## src/inc/rap_pkg.sv

```systemverilog
package rap_pkg;

	localparam int NUM_REGIONS = 8;
	localparam int NUM_ATTR    = 8;

	localparam logic [3:0] DEVICE_NIBBLE  = 4'h0;
	localparam logic [3:0] NONCACHE_NIBBLE = 4'h4;
	localparam logic [4:0] LIMIT_LOW_FILL = 5'h1F;

	localparam int LIM_EN_BIT    = 0;
	localparam int LIM_IDX_LSB   = 1;
	localparam int LIM_ADDR_LSB  = 5;
	localparam int BASE_XN_BIT   = 0;
	localparam int BASE_AP_LSB   = 1;
	localparam int BASE_SH_LSB   = 3;
	localparam int BASE_ADDR_LSB = 5;

	localparam logic [1:0] AP_PRIV_RW = 2'h0;
	localparam logic [1:0] AP_ANY_RW  = 2'h1;
	localparam logic [1:0] AP_PRIV_RO = 2'h2;
	localparam logic [1:0] AP_ANY_RO  = 2'h3;

	localparam logic [1:0] SH_NONE = 2'h0;

	typedef enum logic [1:0] {
		DEV_STRICT,
		DEV_EARLY_ACK,
		DEV_REORDER_EARLY_ACK,
		DEV_GATHER_REORDER_EARLY_ACK
	} rap_device_kind_t;

	typedef enum logic [2:0] {
		CACHE_NONE,
		CACHE_WT_TRANSIENT,
		CACHE_WB_TRANSIENT,
		CACHE_WT_NON_TRANSIENT,
		CACHE_WB_NON_TRANSIENT,
		CACHE_UNPREDICTABLE
	} rap_cache_kind_t;

	typedef struct packed {
		logic             is_device;
		rap_device_kind_t device_kind;
		rap_cache_kind_t  outer_kind;
		logic             outer_read_alloc;
		logic             outer_write_alloc;
		rap_cache_kind_t  inner_kind;
		logic             inner_read_alloc;
		logic             inner_write_alloc;
	} rap_attr_dec_t;

	typedef struct packed {
		logic        valid;
		logic [31:0] addr;
		logic        write;
		logic        fetch;
		logic        privileged;
		logic        exclusive;
	} rap_access_t;

	typedef struct packed {
		logic          valid;
		logic          fault;
		logic          hit;
		logic [2:0]    region;
		rap_attr_dec_t attr;
		logic          global_monitor;
	} rap_result_t;

	typedef struct packed {
		logic [7:0]  select;
		logic [31:0] base;
		logic [31:0] limit;
		logic        write_sel;
		logic        write_base;
		logic        write_limit;
	} rap_cfg_t;

endpackage

```

## src/rap_region_check.sv

```systemverilog
`timescale 1ns/1ps
module rap_region_check
	import rap_pkg::*;
(
	input  wire logic        i_clk,
	input  wire logic        i_srst,
	input  wire rap_cfg_t    i_cfg,
	input  wire logic [31:0] i_attribute_table_low,
	input  wire logic [31:0] i_attribute_table_high,
	input  wire logic        i_unit_enable,
	input  wire rap_access_t i_access,
	output logic [7:0]       o_region_select_reg,
	output logic [31:0]      o_region_base_reg,
	output logic [31:0]      o_region_limit_reg,
	output rap_result_t      o_result,
	output logic             o_memory_management_fault
);

	typedef struct packed {
		logic [NUM_REGIONS-1:0][31:0] base;
		logic [NUM_REGIONS-1:0][31:0] limit;
		logic [7:0]                   select;
		rap_result_t                  result;
		logic                         fault;
		logic [31:0]                  base_rd;
		logic [31:0]                  limit_rd;
	} rap_state_t;

	rap_state_t state_ff;
	rap_state_t nxt_state;

	// Only eight regions exist, so the upper select bits never index an entry
	function automatic logic [2:0] region_slot(input logic [7:0] sel);
		return sel[2:0];
	endfunction

	// Outer and inner nibbles share one encoding; all zeros only matters inner
	function automatic rap_cache_kind_t decode_nibble(input logic [3:0] nib, input logic is_outer);
		rap_cache_kind_t k;
		k = CACHE_UNPREDICTABLE;
		if (nib == NONCACHE_NIBBLE) begin
			k = CACHE_NONE;
		end else if (nib == DEVICE_NIBBLE) begin
			k = CACHE_UNPREDICTABLE;
		end else begin
			case (nib[3:2])
				2'h0: k = CACHE_WT_TRANSIENT;
				2'h1: k = CACHE_WB_TRANSIENT;
				2'h2: k = CACHE_WT_NON_TRANSIENT;
				default: k = CACHE_WB_NON_TRANSIENT;
			endcase
		end
		if (is_outer && nib == DEVICE_NIBBLE) begin
			k = CACHE_NONE;
		end
		return k;
	endfunction

	// Allocation hints only mean something for a cacheable nibble
	function automatic rap_attr_dec_t decode_attr(input logic [7:0] memory_attribute_byte);
		rap_attr_dec_t d;
		logic cacheable_o;
		logic cacheable_i;
		d = '0;
		cacheable_o = memory_attribute_byte[7:4] != NONCACHE_NIBBLE;
		cacheable_i = memory_attribute_byte[3:0] != NONCACHE_NIBBLE;
		if (memory_attribute_byte[7:4] == DEVICE_NIBBLE) begin
			d.is_device   = 1'b1;
			d.device_kind = rap_device_kind_t'(memory_attribute_byte[3:2]);
			d.outer_kind  = CACHE_NONE;
			d.inner_kind  = CACHE_NONE;
		end else begin
			d.outer_kind        = decode_nibble(memory_attribute_byte[7:4], 1'b1);
			d.inner_kind        = decode_nibble(memory_attribute_byte[3:0], 1'b0);
			d.outer_read_alloc  = cacheable_o & memory_attribute_byte[5];
			d.outer_write_alloc = cacheable_o & memory_attribute_byte[4];
			d.inner_read_alloc  = cacheable_i & memory_attribute_byte[1];
			d.inner_write_alloc = cacheable_i & memory_attribute_byte[0];
		end
		return d;
	endfunction

	// Privilege and write rights come from the two AP bits; XN only stops fetches
	function automatic logic perm_ok(input logic [1:0] ap, input logic xn, input rap_access_t a);
		logic ok;
		ok = 1'b1;
		case (ap)
			AP_PRIV_RW: begin
				ok = a.privileged;
			end
			AP_ANY_RW: begin
				ok = 1'b1;
			end
			AP_PRIV_RO: begin
				ok = a.privileged && !a.write;
			end
			default: begin
				ok = !a.write;
			end
		endcase
		if (a.fetch && xn) begin
			ok = 1'b0;
		end
		return ok;
	endfunction

	// Inclusive window: base padded with zeros, limit padded with ones
	function automatic logic in_region(input logic [31:0] base, input logic [31:0] limit,
		input logic [31:0] addr);
		logic [31:0] lo;
		logic [31:0] hi;
		lo = {base[31:BASE_ADDR_LSB], 5'h00};
		hi = {limit[31:LIM_ADDR_LSB], LIMIT_LOW_FILL};
		return limit[LIM_EN_BIT] && addr >= lo && addr <= hi;
	endfunction

	logic [NUM_REGIONS-1:0] hit_vec;
	logic [63:0]            attr_table;

	assign attr_table = {i_attribute_table_high, i_attribute_table_low};

	genvar g;
	generate
		for (g = 0; g < NUM_REGIONS; g++) begin : g_hit
			assign hit_vec[g] = in_region(state_ff.base[g], state_ff.limit[g], i_access.addr);
		end
	endgenerate

	always_comb begin
		logic [2:0]  idx;
		logic [2:0]  attr_idx;
		logic        found;
		logic [31:0] b;
		logic [31:0] l;
		idx = '0;
		attr_idx = '0;
		found = 1'b0;
		b = '0;
		l = '0;
		nxt_state = state_ff;
		if (i_cfg.write_sel) begin
			nxt_state.select = i_cfg.select;
		end
		if (i_cfg.write_base) begin
			nxt_state.base[region_slot(state_ff.select)] = i_cfg.base;
		end
		// Reserved bit 4 of the limit is never stored, so it reads back as zero
		if (i_cfg.write_limit) begin
			nxt_state.limit[region_slot(state_ff.select)] = {i_cfg.limit[31:LIM_ADDR_LSB], 1'b0,
				i_cfg.limit[LIM_ADDR_LSB-2:0]};
		end
		// Highest numbered matching region wins
		for (int i = 0; i < NUM_REGIONS; i++) begin
			if (hit_vec[i]) begin
				idx = 3'(i);
				found = 1'b1;
			end
		end
		b = state_ff.base[idx];
		l = state_ff.limit[idx];
		attr_idx = l[LIM_IDX_LSB +: 3];
		nxt_state.result = '0;
		nxt_state.fault = 1'b0;
		if (i_access.valid) begin
			nxt_state.result.valid  = 1'b1;
			nxt_state.result.hit    = found;
			nxt_state.result.region = idx;
			if (found) begin
				nxt_state.result.attr = decode_attr(attr_table[attr_idx*8 +: 8]);
				nxt_state.result.global_monitor = i_access.exclusive &&
					(b[BASE_SH_LSB +: 2] != SH_NONE);
				nxt_state.fault = i_unit_enable &&
					!perm_ok(b[BASE_AP_LSB +: 2], b[BASE_XN_BIT], i_access);
			end else begin
				// No region matched: fault when the unit is enabled
				nxt_state.fault = i_unit_enable;
			end
			nxt_state.result.fault = nxt_state.fault;
		end
		// Readback copies follow the select value that stands next cycle
		nxt_state.base_rd  = nxt_state.base[region_slot(nxt_state.select)];
		nxt_state.limit_rd = nxt_state.limit[region_slot(nxt_state.select)];
	end

	// One register holds all state, so reset clears every output at once
	always_ff @(posedge i_clk) begin
		if (i_srst) begin
			state_ff <= '0;
		end else begin
			state_ff <= nxt_state;
		end
	end

	// Every output is a plain copy of a state flop
	assign o_region_select_reg       = state_ff.select;
	assign o_region_base_reg         = state_ff.base_rd;
	assign o_region_limit_reg        = state_ff.limit_rd;
	assign o_result                  = state_ff.result;
	assign o_memory_management_fault = state_ff.fault;

endmodule // rap_region_check

```

## config.mk

```make
export PLATFORM = sky130hd
export DESIGN_NAME = rap_region_check
export DESIGN_NICKNAME = d
export VERILOG_FILES = /design/src/inc/rap_pkg.sv /design/src/rap_region_check.sv
export SDC_FILE = /design/constraint.sdc
export NUM_CORES = 2
export LEC_CHECK = 0
export BUFFER_PORTS_ARGS = -buffer_cell sky130_fd_sc_hd__buf_2
export CAP_MARGIN = 10
export CORE_ASPECT_RATIO = 0.5
export CORE_MARGIN = 4
export CORE_UTILIZATION = 55
export CTS_CLUSTER_DIAMETER = 150
export CTS_CLUSTER_SIZE = 8
export DETAILED_ROUTE_END_ITERATION = 10
export PLACE_DENSITY_LB_ADDON = 0.3
export REMOVE_ABC_BUFFERS = 1
export SYNTH_ARGS = -nofsm -noshare
export SYNTH_HDL_FRONTEND = slang
export SYNTH_SLANG_ARGS = --single-unit
```

## constraint.sdc

```tcl
create_clock -name i_clk -period 5 [get_ports i_clk]
set_clock_uncertainty 0.2 [all_clocks]
set_input_delay 0.25 -clock i_clk [delete_from_list [all_inputs] [get_ports i_clk]]
set_output_delay 0.25 -clock i_clk [all_outputs]
set_load 0.01 [all_outputs]
```

# ---- After elaboration in Yosys (flattened, before gate mapping)
# Index checks and enable logic that the tools add are counted.
dict set report op_classes {
  shifts 1
  n_eq_ne 10
  n_bitwise 7
  reduce_logical 36
  mux 47
  order_cmp 20
}
# cell n
set op_table {}
lappend op_table {{bitwise mux 256 bit} 2}
lappend op_table {{2-to-1 mux 256 bit} 2}
lappend op_table {{binary-select mux 32 bit (select 3 bit)} 4}
lappend op_table {{>= comparator 32 bit} 8}
lappend op_table {{less-or-equal comparator 32 bit} 8}
lappend op_table {{demux 32 bit (select 3 bit)} 1}
lappend op_table {{2-to-1 mux 32 bit} 3}
lappend op_table {{indexed part select 64 x 7 -> 8 bit} 1}
lappend op_table {{2-to-1 mux 3 bit} 13}
lappend op_table {{logical AND 1 bit} 21}
lappend op_table {{2-to-1 mux 21 bit} 1}
lappend op_table {{case mux 3 bit (3 select lines)} 2}
lappend op_table {{2-to-1 mux 14 bit} 1}
lappend op_table {{2-to-1 mux 1 bit} 13}
lappend op_table {{less-than comparator 3 x 4 -> 1 bit (second input constant)} 3}
lappend op_table {{OR reduction 5 bit} 2}
lappend op_table {{equality test 4 x 3 -> 1 bit (second input constant)} 2}
lappend op_table {{logical NOT 4 bit} 2}
lappend op_table {{inequality test 4 x 3 -> 1 bit (second input constant)} 2}
lappend op_table {{OR reduction 4 bit} 2}
lappend op_table {{equality test 2 x 1 -> 1 bit (second input constant)} 3}
lappend op_table {{equality test 2 bit (second input constant)} 3}
lappend op_table {{logical NOT 2 bit} 3}
lappend op_table {{OR reduction 6 bit} 1}
lappend op_table {{11 further kinds} 18}
dict set report word_totals {
  register_bits 604
  in_bits 179
  word_cells 155
  out_inout_bits 93
}

# ---- Logic depth before layout (Yosys ltp)
dict set report logic_depth {
  depth_word 21
  ltp_mapped 25
  mapped_depth_nobuf 21
}

# ---- Least setup slack after synthesis
# OpenSTA, ideal clock, no wires.
dict set report synth_timing {
  path_type {register -> register}
  startpoint {reg state_ff[563] (netlist bit)}
  endpoint {reg state_ff (netlist bit o_result[5])}
  path_slack_ns 0.301
  setup_ns 0.129
  required_time_ns 4.671
  t_arrival_ns 4.370
  synth_period_minus_slack_ns 4.699
  path_stages_with_launch 24
  path_buffers 5
  path_cell_list {dfxtp_1 -> inv_1 -> ha_1 -> a211oi_1 -> nor2_1 -> o31ai_1 -> nand4_1 -> a2111oi_1 -> o32a_1 -> buf_6 -> a21boi_4 -> buf_6 -> a211oi_1 -> o32a_2 -> buf_4 -> buf_6 -> buf_2 -> a211oi_1 -> a311oi_1 -> a31oi_1 -> ha_1 -> inv_1 -> o31ai_4 -> nor3_1}
}
dict set report synth_between {
  elab_chain_cells 11
  elab_cells_between_ends 20
  cone_classes {1 x order compare; 3 x eq/ne; 1 x shift; 8 x mux; 1 x bitwise; 6 x reduce/logical}
}
# element line
set synth_lines {}
lappend synth_lines {{start, declared} rap_region_check.sv:29} ;# rap_state_t state_ff;
lappend synth_lines {{start signal, assigned} rap_region_check.sv:190} ;# state_ff <= nxt_state;
lappend synth_lines {{>= comparator 32 bit (*)} rap_region_check.sv:114} ;# return limit[LIM_EN_BIT] && addr >= lo && addr <= hi;
lappend synth_lines {{logical AND 1 bit (*) (2 in series)} rap_region_check.sv:114}
lappend synth_lines {{2-to-1 mux 3 bit (2 in series)} rap_region_check.sv:154} ;# if (hit_vec[i]) begin
lappend synth_lines {{binary-select mux 32 bit (select 3 bit)} rap_region_check.sv:160} ;# l = state_ff.limit[idx];
lappend synth_lines {{2-to-1 mux 4 bit (implied by the code)} rap_region_check.sv:160}
lappend synth_lines {{indexed part select 64 x 7 -> 8 bit} rap_region_check.sv:169} ;# nxt_state.result.attr = decode_attr(attr_table[attr_idx*8 +: 8]);
lappend synth_lines {{equality test 2 bit (tied with other cells)} rap_region_check.sv:46} ;# case (nib[3:2])
lappend synth_lines {{case mux 3 bit (3 select lines)} rap_region_check.sv:46}
lappend synth_lines {{2-to-1 mux 3 bit} rap_region_check.sv:43} ;# end else if (nib == DEVICE_NIBBLE) begin
# Every way passes the cells marked *; elsewhere a longest branch is shown, timed or not. The select of a mux whose other input is x is not followed.
# A chain may end at the register's enable or synchronous reset.

# ---- Final worst setup path
dict set report layout_timing {
  startpoint {reg state_ff[568] (netlist bit)}
  endpoint {reg state_ff (netlist bit o_result[3])}
}
# Same word-level chain as after synthesis.

==> qor.yml <==
drc_errors: 0
fin_crit_ns: 5.07
synth_top_area_cell: "dfxtp_1"
synth-async-reset-ratio_pct: 0
cp.required_ns: 5.30
vias: 39900
ys.flop_type: "dfxtp_1"
totalWireLength_mm: 144
relSlewSlack_pct: 17.5
coreArea_sq_mm: 0.0672
insertion_delay_ns: 0.65
ys_ff_latch: 604
crit_arrival_ns: 5.37
fin_setup_tns_ns: -0.233
synth_edf_count: 0
wl_per_cell_microns: 22.9
status: "complete, but fails checks"
areaGrowthSynthToFinish_pct: 18.2
io-pin-count: 272
slew_violations: 0
maxCapViolations: 0
gp_congestion: 0.982
std_cell_rows: 67
place_area_sq_mm: 0.0402
vias_per_cell: 6.32
grt_max_degree: 205
worstSetupPathType: "reg -> reg"
final_area_sq_mm: 0.0443
synth_cell_types: 84
grt_pass1_vias: 38100
violations: "negative hold slack, negative setup slack"
p_per_area_mw_per_mm2: 291
start_util_pct: 55.7
pwr-share-seq_pct: 39.5
endpoint_kind: "flip-flop"
grt_usage_pct: 37.9
startpoint_type: "flip-flop"
fp.dieH_microns: 193
clock-sinks: 604
synth_area_leaders: "dfxtp_1 (32%), ha_1 (15%), nand2_1 (14%)"
finalPower_mw: 12.9
clockBufferDepth: 3
io_buffers: 270
grt_first_pass_wirelength_mm: 215
synth-warning-count: 0
finalHoldViolations: 1
hold_path_class: "in -> reg"
grt_overflow: 0
dr.pass1.iters: 7
netlist_area_sq_mm: 0.0375
final_cell_mix: "nand2_1 (1,400), a21oi_1 (641), dfxtp_1 (582), inv_1 (447), ha_1 (421)"
cts_htree_levels: 3
worst_slew_pin_slew_ns: 1.24
cts_root_buf: "clkbuf_16"
fmax_mhz: 197
intPower_mw: 9.02
syn_avg_cell_area_sq_um: 7.36
min_period_over_period_pct: 101
p_switching_mw: 3.85
die_area_sq_mm: 0.0726
ys_seq_area_share_pct: 32.3
rsz0062_at_grt: "yes"
largest_reg_flops: 512
ir_worst_vdd_mv: 0.226
p_comb_share_pct: 19.4
p_leak_nw: 16.8
drive_above_1_share_pct: 15.1
yosysTopAreaCellShare_pct: 32.3
setup_viol: 5
antenna_left: 0
cts_buffers: 85
worst_slack_ns: -0.0666
post-dp-hpwl_mm: 93.5
path_max_fanout: 6
finalNetCount: 6023
synthCells: 5090
clkTransAtPathRegs_ns: 0.06
die_w_microns: 377
whs_ns: -0.00750
final_common_cell: "nand2_1"
tritoncts: "yes"
swShare_pct: 29.9
antenna_found_initial: 4
first_iter_violations: 5671
pwr-share-clk_pct: 41.0
post-place-ws_ns: -0.260
[cell usage after synthesis (4+ instances only)]
master	count
a2bb2oi_1	4
nor3_1	25
nor2_1	86
and3_1	7
nor4_1	12
nor2b_1	20
mux4_2	5
a311oi_1	6
o22ai_1	131
dfxtp_1	604
and2_1	15
mux2i_1	48
o21ai_0	199
buf_6	5
a221oi_1	11
and4_1	11
a21o_1	45
a2111oi_0	7
a31oi_1	8
nand3_1	50
buf_1	15
nand2_1	1402
a211oi_1	27
mux2_2	4
o21a_1	6
o211ai_1	17
nand4_1	76
a41oi_1	4
nand2b_1	14
o31ai_1	6
inv_1	453
a21boi_0	4
clkbuf_1	321
a21oi_1	647
buf_4	93
ha_1	438
o221ai_1	196
[critical path: stages, from the launching register on]
cell and delay [ns]:
dfxtp_2 0.34, inv_1 0.10, ha_4 0.29, nand3_2 0.12
nor3_2 0.18, buf_4 0.19, o211ai_1 0.20, nand4_1 0.18
a2111oi_2 0.08, buf_4 0.19, o32a_1 0.43, buf_6 0.17
buf_8 0.12, a21oi_4 0.13, o221ai_2 0.10, o22ai_2 0.27
buf_4 0.19, buf_6 0.10, mux2_4 0.30, o21ai_2 0.16
o21ai_2 0.09, inv_1 0.07, ha_2 0.20, inv_4 0.04
o31ai_4 0.36, nor3b_1 0.09
[power groups by stage]
stage               Sequential, mW  Clock [mW]  Combinational (mW)
floorplan                     5.20           0                1.15
global placement              5.17           0                2.21
detailed placement            5.18           0                2.26
CTS                           5.08        5.27                2.35
global route                  5.10        5.49                2.69
finish                        5.09        5.28                2.50
[metal layers]
metal  GRT usage, %  routed length, microns  up-vias
li1               -                       -    18000
met1           48.5                   55700    18700
met2           59.2                   63400     2648
met3           10.3                   18400      562
met4           19.2                    7050        0
met5              0                       0        -
[worst paths after layout]
path,from,to,slack (ns),cells after the start
worst max-delay path,state_ff[568]$_SDFF_PP0_,o_result[3]$_SDFF_PP0_,-0.07,25
worst min-delay path,i_attribute_table_low[14],o_result[8]$_SDFF_PP0_,-0.007,7
worst max register to register,state_ff[568]$_SDFF_PP0_,o_result[3]$_SDFF_PP0_,-0.07,25
worst min register to register,state_ff[257]$_SDFF_PP0_,state_ff[257]$_SDFF_PP0_,0.23,2
[metrics by stage]
step	instances	util [%]
floorplan	4652	-
global placement	6092	59.8
detailed placement	6092	59.8
CTS	6289	64.7
global route	6310	65.9
finish	6310	65.9
[final cells by class]
type,instances,area [sq um]
Antenna cell,2,5.00
Inverter,454,1710
Multi-Input combinational cell,3595,22300
Sequential cell,604,12100
Clock buffer,87,2180
Tap cell,897,1120
Timing Repair Buffer,666,4810
Clock inverter,5,80.1
Fill cell,5645,22900
[what timing repair did]
| item | CTS | global route |
|---|---|---|
| setup buffers | 3 | 17 |
| hold endpoints to repair | 585 | 0 |
| pin swaps | 7 | 42 |
| setup endpoints to repair | 10 | 14 |
| hold buffers | 102 | 0 |
| gates resized for setup | 4 | 139 |
| gates cloned | 0 | 1 |
[cell families (layout without fill, tap and decap cells)]
| group | after synthesis | in the layout | synth area share, % |
|---|---|---|---|
| xor+xnor | 2 | 2 | 0.0468 |
| buf+inv | 892 | 1212 | 10.0 |
| fa+ha+maj | 438 | 438 | 14.6 |
| flops | 604 | 604 | 32.3 |
| mux | 59 | 59 | 1.78 |
| other cells | 0 | 2 | 0 |
| compound gates | 1352 | 1353 | 22.1 |
| simple gates | 1743 | 1743 | 19.2 |
Note: power is estimated with default switching activity, not from simulation.
